--- src/hw/awn_pkg.sv ---
// constants and carrier types for the asynchronous write sequencer
package awn_pkg;
	localparam int CS_COUNT  = 4;    // chip selects served
	localparam int CS_IDX_W  = 2;
	localparam int ADDR_W    = 23;   // address pin width
	localparam int BANK_W    = 2;    // bank address pin width
	localparam int WORD_W    = 32;   // request word width
	localparam int DATA_W    = 16;   // external data pin width
	localparam int BE_W      = DATA_W / 8;
	localparam int BEATS_W   = 1;    // extra access cycles field
	localparam int TA_W      = 2;
	localparam int SETUP_W   = 4;
	localparam int STROBE_W  = 6;
	localparam int HOLD_W    = 3;
	localparam int CNT_W     = 6;
	localparam int FIFO_DEPTH = 32;

	localparam logic [CS_COUNT-1:0] CS_IDLE   = 4'hF;
	localparam logic [BE_W-1:0]     BE_IDLE   = 2'h3;
	localparam logic [TA_W-1:0]     TA_ZERO   = 2'h0;
	localparam logic [TA_W-1:0]     TA_AFTER_READ = 2'h1;

	// one write request as queued from the requesters
	typedef struct packed {
		logic [CS_IDX_W-1:0] cs;
		logic [ADDR_W-1:0]   addr;
		logic [BANK_W-1:0]   bank;
		logic [WORD_W-1:0]   data;
		logic [WORD_W/8-1:0] be_n;
		logic [BEATS_W-1:0]  extra;
	} awn_req_t;

	// per chip select write timing
	typedef struct packed {
		logic [TA_W-1:0]     ta;
		logic [SETUP_W-1:0]  setup;
		logic [STROBE_W-1:0] strobe;
		logic [HOLD_W-1:0]   hold;
	} awn_cfg_t;

	typedef enum logic [2:0] {
		ST_IDLE,
		ST_TURN,
		ST_SETUP,
		ST_STROBE,
		ST_HOLD
	} awn_state_t;
endpackage

--- src/hw/awn_sync3.sv ---
// three-stage synchroniser that accepts a change once stages two and three agree
`timescale 1ns/1ns
module awn_sync3 #(
	parameter logic RESET_VAL = 1'b0
) (
	// clock and reset
	input  wire logic sys_clk,
	input  wire logic sys_rst,
	// level in and filtered level out
	input  wire logic din,
	output logic      dout
);
	logic s1;
	logic s2;
	logic s3;

	// shift chain, first stage feeds only the second
	always_ff @(posedge sys_clk) begin
		if (sys_rst) begin
			s1 <= RESET_VAL;
			s2 <= RESET_VAL;
			s3 <= RESET_VAL;
		end else begin
			s1 <= din;
			s2 <= s1;
			s3 <= s2;
		end
	end

	// output follows only when the later stages agree
	always_ff @(posedge sys_clk) begin
		if (sys_rst) begin
			dout <= RESET_VAL;
		end else if (s2 == s3) begin
			dout <= s3;
		end
	end
endmodule

--- src/hw/awn_fifo.sv ---
// request queue built from flip-flops, valid and ready on both sides
`timescale 1ns/1ns
module awn_fifo #(
	parameter int WIDTH = 8,
	parameter int DEPTH = 32
) (
	// clock and reset
	input  wire logic             sys_clk,
	input  wire logic             sys_rst,
	// fill side
	input  wire logic             in_valid,
	output logic                  in_ready,
	input  wire logic [WIDTH-1:0] in_data,
	// drain side
	output logic                  out_valid,
	input  wire logic             out_ready,
	output logic [WIDTH-1:0]      out_data
);
	localparam int PW = $clog2(DEPTH);

	logic [WIDTH-1:0] mem [DEPTH];
	logic [PW:0]      wr_ptr;
	logic [PW:0]      rd_ptr;
	logic             push;
	logic             pop;

	// full when pointers differ only in the wrap bit
	assign in_ready  = !((wr_ptr[PW] != rd_ptr[PW]) && (wr_ptr[PW-1:0] == rd_ptr[PW-1:0]));
	assign out_valid = (wr_ptr != rd_ptr);
	assign push      = in_valid && in_ready;
	assign pop       = out_valid && out_ready;
	assign out_data  = mem[rd_ptr[PW-1:0]];

	// storage write
	always_ff @(posedge sys_clk) begin
		if (push) begin
			mem[wr_ptr[PW-1:0]] <= in_data;
		end
	end

	// pointers
	always_ff @(posedge sys_clk) begin
		if (sys_rst) begin
			wr_ptr <= '0;
			rd_ptr <= '0;
		end else begin
			if (push) begin
				wr_ptr <= wr_ptr + 1'b1;
			end
			if (pop) begin
				rd_ptr <= rd_ptr + 1'b1;
			end
		end
	end
endmodule

--- src/hw/awn_write_seq.sv ---
// asynchronous bank write sequencer, normal mode
// Operation
// - read strobe held high during writes
// - write starts only when top priority
// - repeat access cycles until request done
// - wait programmed turnaround before setup
// - write after write gets no turnaround
// - write after read, zero field: one
// - recheck priority after turnaround, else abandon
// - load setup, strobe, hold at setup
// - address, bank, data valid at setup
// - chip select falls at setup start
// - strobe drives write low, byte enables
// - external wait stretches the strobe phase
// - hold end releases pins, raises select
// - extra beats return to setup directly
`timescale 1ns/1ns
module awn_write_seq #(
	parameter int DEPTH = 32
) (
	// clock and reset
	input  wire logic                                      sys_clk,
	input  wire logic                                      sys_rst,
	// write requests
	input  wire logic                                      req_valid,
	output logic                                           req_ready,
	input  wire awn_pkg::awn_req_t                         req,
	// arbitration
	input  wire logic                                      write_is_top,
	input  wire logic                                      read_done,
	// per chip select timing
	input  wire awn_pkg::awn_cfg_t [awn_pkg::CS_COUNT-1:0] cs_cfg,
	// memory pins
	output logic [awn_pkg::CS_COUNT-1:0]                   chip_select_pins_n,
	output logic [awn_pkg::ADDR_W-1:0]                     address_pins,
	output logic [awn_pkg::BANK_W-1:0]                     bank_address_pins,
	output logic [awn_pkg::DATA_W-1:0]                     data_pins_out,
	output logic                                           data_pins_oe,
	output logic                                           write_strobe_pin_n,
	output logic                                           read_strobe_pin_n,
	output logic [awn_pkg::BE_W-1:0]                       byte_enable_pins_n,
	input  wire logic                                      external_wait_pin,
	// status
	output logic                                           busy,
	output logic                                           write_done
);
	import awn_pkg::*;

	awn_state_t          state;
	logic [CNT_W-1:0]    cnt;
	awn_cfg_t            lat;
	logic [BEATS_W-1:0]  beat;
	logic [BEATS_W:0]    next_beat;
	logic                last_write;
	logic                wait_lvl;
	logic                q_valid;
	logic                q_ready;
	awn_req_t            q_req;
	awn_cfg_t            sel_cfg;
	logic [TA_W-1:0]     turn_len;
	logic                start;
	logic                enter_setup;
	logic                strobe_end;
	logic                hold_end;
	logic                finish;

	// turnaround length for the selected chip select
	function automatic logic [TA_W-1:0] turn_cycles(input logic [TA_W-1:0] ta,
		input logic after_write);
		if (after_write) begin
			turn_cycles = TA_ZERO;
		end else if (ta == TA_ZERO) begin
			turn_cycles = TA_AFTER_READ;
		end else begin
			turn_cycles = ta;
		end
	endfunction

	// request queue in front of the sequencer
	awn_fifo #(
		.WIDTH ($bits(awn_req_t)),
		.DEPTH (DEPTH)
	) u_fifo (
		.sys_clk   (sys_clk),
		.sys_rst   (sys_rst),
		.in_valid  (req_valid),
		.in_ready  (req_ready),
		.in_data   (req),
		.out_valid (q_valid),
		.out_ready (q_ready),
		.out_data  (q_req)
	);

	// wait pin comes from outside the clock domain
	awn_sync3 #(
		.RESET_VAL (1'b0)
	) u_wait_sync (
		.sys_clk (sys_clk),
		.sys_rst (sys_rst),
		.din     (external_wait_pin),
		.dout    (wait_lvl)
	);

	// phase decoding
	assign sel_cfg     = cs_cfg[q_req.cs];
	assign turn_len    = turn_cycles(sel_cfg.ta, last_write);
	assign start       = (state == ST_IDLE) && q_valid && write_is_top;
	assign enter_setup = (start && (turn_len == TA_ZERO)) ||
		((state == ST_TURN) && (cnt == '0) && write_is_top);
	assign strobe_end  = (state == ST_STROBE) && (cnt == '0) && !wait_lvl;
	assign hold_end    = (state == ST_HOLD) && (cnt == '0);
	assign finish      = hold_end && (beat == q_req.extra);
	assign q_ready     = finish;
	assign busy        = (state != ST_IDLE);
	assign next_beat   = {1'b0, beat} + 1'b1;

	// phase sequencing
	always_ff @(posedge sys_clk) begin
		if (sys_rst) begin
			state <= ST_IDLE;
		end else begin
			unique case (state)
				ST_IDLE: begin
					if (start) begin
						state <= (turn_len == TA_ZERO) ? ST_SETUP : ST_TURN;
					end
				end
				ST_TURN: begin
					if (cnt == '0) begin
						state <= write_is_top ? ST_SETUP : ST_IDLE;
					end
				end
				ST_SETUP: begin
					if (cnt == '0) begin
						state <= ST_STROBE;
					end
				end
				ST_STROBE: begin
					if (strobe_end) begin
						state <= ST_HOLD;
					end
				end
				ST_HOLD: begin
					if (hold_end) begin
						state <= finish ? ST_IDLE : ST_SETUP;
					end
				end
			endcase
		end
	end

	// phase counter, setup, strobe and hold last their field plus one cycle, turnaround lasts its length
	always_ff @(posedge sys_clk) begin
		if (sys_rst) begin
			cnt <= '0;
		end else if (enter_setup) begin
			cnt <= CNT_W'(sel_cfg.setup);
		end else if (start) begin
			cnt <= CNT_W'(turn_len - 1'b1);
		end else if ((state == ST_SETUP) && (cnt == '0)) begin
			cnt <= CNT_W'(lat.strobe);
		end else if (strobe_end) begin
			cnt <= CNT_W'(lat.hold);
		end else if (hold_end && !finish) begin
			cnt <= CNT_W'(lat.setup);
		end else if ((state != ST_IDLE) && (cnt != '0)) begin
			cnt <= cnt - 1'b1;
		end
	end

	// timing latched once per request, kept for extra beats
	always_ff @(posedge sys_clk) begin
		if (sys_rst) begin
			lat <= '0;
		end else if (enter_setup) begin
			lat <= sel_cfg;
		end
	end

	// beat counter for narrow devices
	always_ff @(posedge sys_clk) begin
		if (sys_rst) begin
			beat <= '0;
		end else if (enter_setup) begin
			beat <= '0;
		end else if (hold_end && !finish) begin
			beat <= next_beat[BEATS_W-1:0];
		end
	end

	// address, bank and data pins
	always_ff @(posedge sys_clk) begin
		if (sys_rst) begin
			address_pins      <= '0;
			bank_address_pins <= '0;
			data_pins_out     <= '0;
			data_pins_oe      <= 1'b0;
		end else if (enter_setup) begin
			address_pins      <= q_req.addr;
			bank_address_pins <= q_req.bank;
			data_pins_out     <= q_req.data[DATA_W-1:0];
			data_pins_oe      <= 1'b1;
		end else if (hold_end && !finish) begin
			address_pins  <= address_pins + 1'b1;
			data_pins_out <= q_req.data[next_beat*DATA_W +: DATA_W];
		end else if (finish) begin
			data_pins_oe <= 1'b0;
		end
	end

	// chip select, low from setup until the last hold ends
	always_ff @(posedge sys_clk) begin
		if (sys_rst) begin
			chip_select_pins_n <= CS_IDLE;
		end else if (enter_setup) begin
			for (int i = 0; i < CS_COUNT; i++) begin
				chip_select_pins_n[i] <= (q_req.cs != CS_IDX_W'(i));
			end
		end else if (finish) begin
			chip_select_pins_n <= CS_IDLE;
		end
	end

	// write strobe and byte enables during strobe
	always_ff @(posedge sys_clk) begin
		if (sys_rst) begin
			write_strobe_pin_n <= 1'b1;
			byte_enable_pins_n <= BE_IDLE;
		end else if ((state == ST_SETUP) && (cnt == '0)) begin
			write_strobe_pin_n <= 1'b0;
			byte_enable_pins_n <= q_req.be_n[beat*BE_W +: BE_W];
		end else if (strobe_end) begin
			write_strobe_pin_n <= 1'b1;
			byte_enable_pins_n <= BE_IDLE;
		end
	end

	// read strobe stays inactive in this block
	always_ff @(posedge sys_clk) begin
		if (sys_rst) begin
			read_strobe_pin_n <= 1'b1;
		end else begin
			read_strobe_pin_n <= 1'b1;
		end
	end

	// last operation tracking, write completion wins over a read
	always_ff @(posedge sys_clk) begin
		if (sys_rst) begin
			last_write <= 1'b0;
			write_done <= 1'b0;
		end else begin
			write_done <= finish;
			if (finish) begin
				last_write <= 1'b1;
			end else if (read_done) begin
				last_write <= 1'b0;
			end
		end
	end

	// checks
	read_strobe_high_a: assert property (
		@(posedge sys_clk) disable iff (sys_rst) busy |-> read_strobe_pin_n)
		else $error("read strobe active during write");
	start_needs_top_a: assert property (
		@(posedge sys_clk) disable iff (sys_rst)
		(state == ST_IDLE) && !write_is_top |=> (state == ST_IDLE))
		else $error("write started without priority");
	extra_beat_a: assert property (
		@(posedge sys_clk) disable iff (sys_rst)
		hold_end && !finish |=> (state == ST_SETUP) && (chip_select_pins_n != CS_IDLE))
		else $error("extra beat did not return to setup");
	turn_two_a: assert property (
		@(posedge sys_clk) disable iff (sys_rst)
		start && !last_write && (sel_cfg.ta == 2'h2) |=>
		(state == ST_TURN) [*2] ##1 (state != ST_TURN))
		else $error("turnaround length wrong");
	write_write_a: assert property (
		@(posedge sys_clk) disable iff (sys_rst) start && last_write |=> (state == ST_SETUP))
		else $error("turnaround after a write");
	read_ta_zero_a: assert property (
		@(posedge sys_clk) disable iff (sys_rst)
		start && !last_write && (sel_cfg.ta == TA_ZERO) |=> (state == ST_TURN) ##1 (state != ST_TURN))
		else $error("missing single turnaround after read");
	turn_abandon_a: assert property (
		@(posedge sys_clk) disable iff (sys_rst)
		(state == ST_TURN) && (cnt == '0) && !write_is_top |=> (state == ST_IDLE) && !data_pins_oe)
		else $error("write not abandoned");
	setup_pins_a: assert property (
		@(posedge sys_clk) disable iff (sys_rst)
		enter_setup |=> data_pins_oe && (chip_select_pins_n != CS_IDLE) && write_strobe_pin_n)
		else $error("pins not valid at setup start");
	setup_zero_a: assert property (
		@(posedge sys_clk) disable iff (sys_rst)
		enter_setup && (sel_cfg.setup == '0) |=> (state == ST_SETUP) ##1 (state == ST_STROBE))
		else $error("setup length wrong");
	strobe_pins_a: assert property (
		@(posedge sys_clk) disable iff (sys_rst)
		(state == ST_SETUP) && (cnt == '0) |=> !write_strobe_pin_n && (state == ST_STROBE))
		else $error("write strobe not asserted");
	wait_stretch_a: assert property (
		@(posedge sys_clk) disable iff (sys_rst)
		(state == ST_STROBE) && wait_lvl |=> (state == ST_STROBE) && !write_strobe_pin_n)
		else $error("strobe ended under wait");
	hold_release_a: assert property (
		@(posedge sys_clk) disable iff (sys_rst)
		finish |=> (chip_select_pins_n == CS_IDLE) && !data_pins_oe && write_done)
		else $error("pins not released after hold");
endmodule

--- config.mk ---
export PLATFORM = sky130hd
export DESIGN_NAME = awn_write_seq
export DESIGN_NICKNAME = d
export VERILOG_FILES = /design/src/hw/awn_pkg.sv /design/src/hw/awn_sync3.sv /design/src/hw/awn_fifo.sv /design/src/hw/awn_write_seq.sv
export SDC_FILE = /design/constraint.sdc
export NUM_CORES = 2
export LEC_CHECK = 0
export BUFFER_PORTS_ARGS = -buffer_cell sky130_fd_sc_hd__clkbuf_2
export CAP_MARGIN = 40
export CORE_MARGIN = 4
export CORE_UTILIZATION = 25
export CTS_CLUSTER_DIAMETER = 100
export DETAILED_ROUTE_END_ITERATION = 10
export HOLD_SLACK_MARGIN = 0.15
export PLACE_DENSITY = 0.49
export SKIP_LAST_GASP = 1
export SLEW_MARGIN = 25
export SYNTH_ARGS = -nofsm -noshare
export SYNTH_HDL_FRONTEND = slang
export SYNTH_HIERARCHICAL = 1
export SYNTH_SLANG_ARGS = --single-unit
--- constraint.sdc ---
create_clock -name sys_clk -period 5.1 [get_ports sys_clk]
set_input_delay 0.255 -clock sys_clk [delete_from_list [all_inputs] [get_ports sys_clk]]
set_output_delay 0.255 -clock sys_clk [all_outputs]
set_load 0.03 [all_outputs]
==> run_results.csv <==
group,metric,value,unit
yosys,synth_fp_nets,4276,
die,core_area,330800,um^2
timing,hold_violations,0,
yosys,synthCells,4137,
yosys,syn-mean-instance-area,20.10,um^2
critical_path,critPathArrivalTime,5.33,ns
yosys,synth_seq_cells,2143,
yosys,synth_top_area_share,73.94,%
grt,track_usage,13.79,%
detailed_routing,routed_wl,240800,um
detailed_routing,drtAntennaViolNets,0,
detailed_routing,drc,0,
yosys,yosysWarnings,6,
clocking,path_clk_slew,0.06,ns
die,fp-row-count,211,
grt,overflow,0,
power_and_ir_drop,ir_drop,0.3499,mV
die,num_io_pins,183,
clocking,cts_max_path_buffers,3,
job,max-cap-violations,0,
detailed_routing,num_vias,43100,
layout,final_nets,4721,
min_path,hold_path_depth,4,
yosys,ys_seq_area_share,76.23,%
layout,fin_cells,9143,
critical_path,path_max_fanout,52,
timing,slew-limit-headroom,32.47,%
yosys,synth-edff-count,2048,
layout,stdcell_area,98660,um^2
clocking,cts_sinks,2143,
placed_design,gp_congestion,0.7725,
critical_path,critPathKind,"reg2reg",
timing,fmax,0.2165,GHz
die,start_util,25.14,%
detailed_routing,drt_first_pass_iters,5,
yosys,synth_cell_types,74,
die,fp.dieArea,342000,um^2
critical_path,required,5.81,ns
detailed_routing,drtIter0Drc,4208,
clocking,cts_buffers,225,
yosys,synth_top_area_cell,"edfxtp_1",
yosys,synthFlopType,"edfxtp_1",
timing,fin_setup_tns,0,ns
timing,timing.final.crit_share,90.55,%
status,outcome,"completed",
grt,grt_max_degree,135,
detailed_routing,wl_per_cell,26.34,um
clocking,cts_root_buffer,"clkbuf_16",
critical_path,rr_worst_depth,15,
timing,tightest_slew,1.013,ns
clocking,post_cts_buffers,0,
grt,grt_pass1_vias,43980,
yosys,syn-cell-area,83170,um^2
placed_design,post_dp_cell_area,90580,um^2
layout,drive_gt1_share,26.79,%
timing,clock_skew,0.03258,ns
power_and_ir_drop,power_leakage,0.02949,uW
timing,slew_violations,0,
timing,rsz0062_at_grt,"no",
die,die_y,584.8,um
yosys,synth-async-reset-ratio,0,%
layout,syn_to_final_growth,18.62,%
power_and_ir_drop,power,36710,uW
placed_design,port-buffer-count,181,
yosys,synthTopCellsByArea,"edfxtp_1 (74%), mux4_2 (8.7%), mux2_2 (3.0%)",
critical_path,cp-start-kind,"flip-flop",
placed_design,numPlacedInstances,8609,
grt,grt_antenna_before_repair,25,
detailed_routing,vias_per_cell,4.714,
die,die_w,584.8,um
layout,fill_cells,32230,
clocking,h-tree-depth,4,
clocking,cts_tree,"done",
min_path,hold_path.class,"in2reg",
power_and_ir_drop,pwr_density_cell,372.1,nW/um^2
placed_design,dp_hpwl,135900,um
clocking,clock_latency,0.84,ns
timing,min_period,4.618,ns
critical_path,cp-end-kind,"flip-flop",
timing,finalSetupViolCount,0,
grt,grt_pass1_wl,341200,um
[metal layers]
metal  wire [um]  GRT usage (%)
met5          55              0
met4        5125          3.338
met3       10660          2.002
met2      117800          22.94
met1      107200          19.00
[final cells by class]
cell class	instances	area [um^2]	share of cell area (%)
sequential	2143	63410	64.28
clock inverter	98	753.2	0.7635
timing repair buffer	453	4064	4.119
antenna	7	17.52	0.01776
multi-input combinational	1745	18710	18.97
inverter	14	55.05	0.05580
clock buffer	317	6180	6.264
tap	4366	5463	5.537
[stage by stage]
step / hold slack [ns] / worst slack (ns) / utilization, %
floorplan: 0.3241 / 0.6171 / -
global placement: 0.4175 / 0.3676 / 27.31
detailed placement: 0.4474 / 0.1686 / 27.38
CTS: 0.1558 / 0.1681 / 29.81
global route: 0.2553 / 0.2004 / 29.82
finish: 0.2341 / 0.4819 / 29.82
[power breakdown]
part | switching, uW | internal [uW] | leakage (uW)
Combinational | 1080 | 529 | 0.00692
Clock | 6710 | 8800 | 0.00335
Sequential | 137 | 19500 | 0.0192
[layout by cell type, fill, tap and decap left out, drive strengths merged, types with 95 or more instances in the layout]
cell type    synthesis  final
clkbuf              45    497
o22ai              203    203
mux2               230    230
buf                190    161
dlygate4sd3          0    111
dfxtp               95     95
mux4               323    323
nor2               106    106
edfxtp            2048   2048
mux2i              240    240
nand2               97     97
[state kept, by name (all words and copies together), names as in the netlist, 2 cells and up, named ones only]
| name | count |
|---|---|
| u_fifo/mem | 2048 |
| address_pins | 23 |
| data_pins_out | 16 |
| lat | 13 |
| cnt | 6 |
| u_fifo/rd_ptr | 6 |
| u_fifo/wr_ptr | 6 |
| chip_select_pins_n | 4 |
| state | 3 |
| bank_address_pins | 2 |
| byte_enable_pins_n | 2 |
[cell usage after synthesis, types with 7 or more instances]
master / number
a31oi_1: 10
or3_1: 53
o2111ai_1: 13
mux4_2: 323
dfxtp_1: 95
buf_1: 10
xnor2_1: 15
mux2i_1: 240
nor4_1: 9
nor3_1: 35
inv_1: 14
o221ai_1: 49
nand3_1: 15
buf_4: 45
a211oi_2: 39
nand2b_1: 15
nor3b_1: 18
ha_1: 9
nor2b_1: 17
nand4_1: 12
buf_6: 16
a211oi_1: 37
edfxtp_1: 2048
nand2_1: 97
a22oi_1: 43
clkbuf_1: 45
nor2_1: 104
o21ai_0: 20
a21oi_1: 55
xor2_1: 7
buf_2: 119
o22ai_1: 202
mux2_2: 223
[final timing paths]
kind                             startpoint                                 end  slack, ns
setup / recovery                  flip-flop  chip_select_pins_n[3]$_SDFFE_PP1P_       0.48
hold / removal                   cs_cfg[10]                 cnt[1]$_SDFFE_PP0P_       0.23
setup reg to reg                  flip-flop  chip_select_pins_n[3]$_SDFFE_PP1P_       0.48
hold reg to reg   u_wait_sync/s1$_SDFF_PP0_           u_wait_sync/s2$_SDFF_PP0_       0.46
[critical path: stages, from the launching register on]
cell and delay (ns):
dfxtp_1 0.65, buf_4 0.30, mux2i_1 0.10, nand2_1 0.07, o221ai_1 0.18, nor3_2 0.42, mux4_2 0.58, a21o_1 0.20
ha_1 0.22, and3b_1 0.18, a31oi_1 0.27, or3_2 0.18, buf_4 0.56, nand2_1 0.25, o32ai_1 0.21, nand2b_1 0.08
[cells by family after synthesis]
| family | after synthesis | synth area share, % |
|---|---|---|
| xor+xnor | 22 | 0.2317 |
| compound gates | 504 | 4.420 |
| flops | 2143 | 76.23 |
| simple gates | 416 | 2.575 |
| buf+inv | 249 | 1.650 |
| fa+ha+maj | 9 | 0.1354 |
| other cells | 1 | 0.004509 |
| mux | 793 | 14.75 |
[timing repair]
| item | CTS | global route |
|---|---|---|
| resized for setup | 0 | 1 |
| endpoints found under the hold margin | 2116 | 0 |
| hold buffers | 111 | 0 |
| setup endpoints to repair | 0 | 4 |
Power figures use the tool's default switching activity.
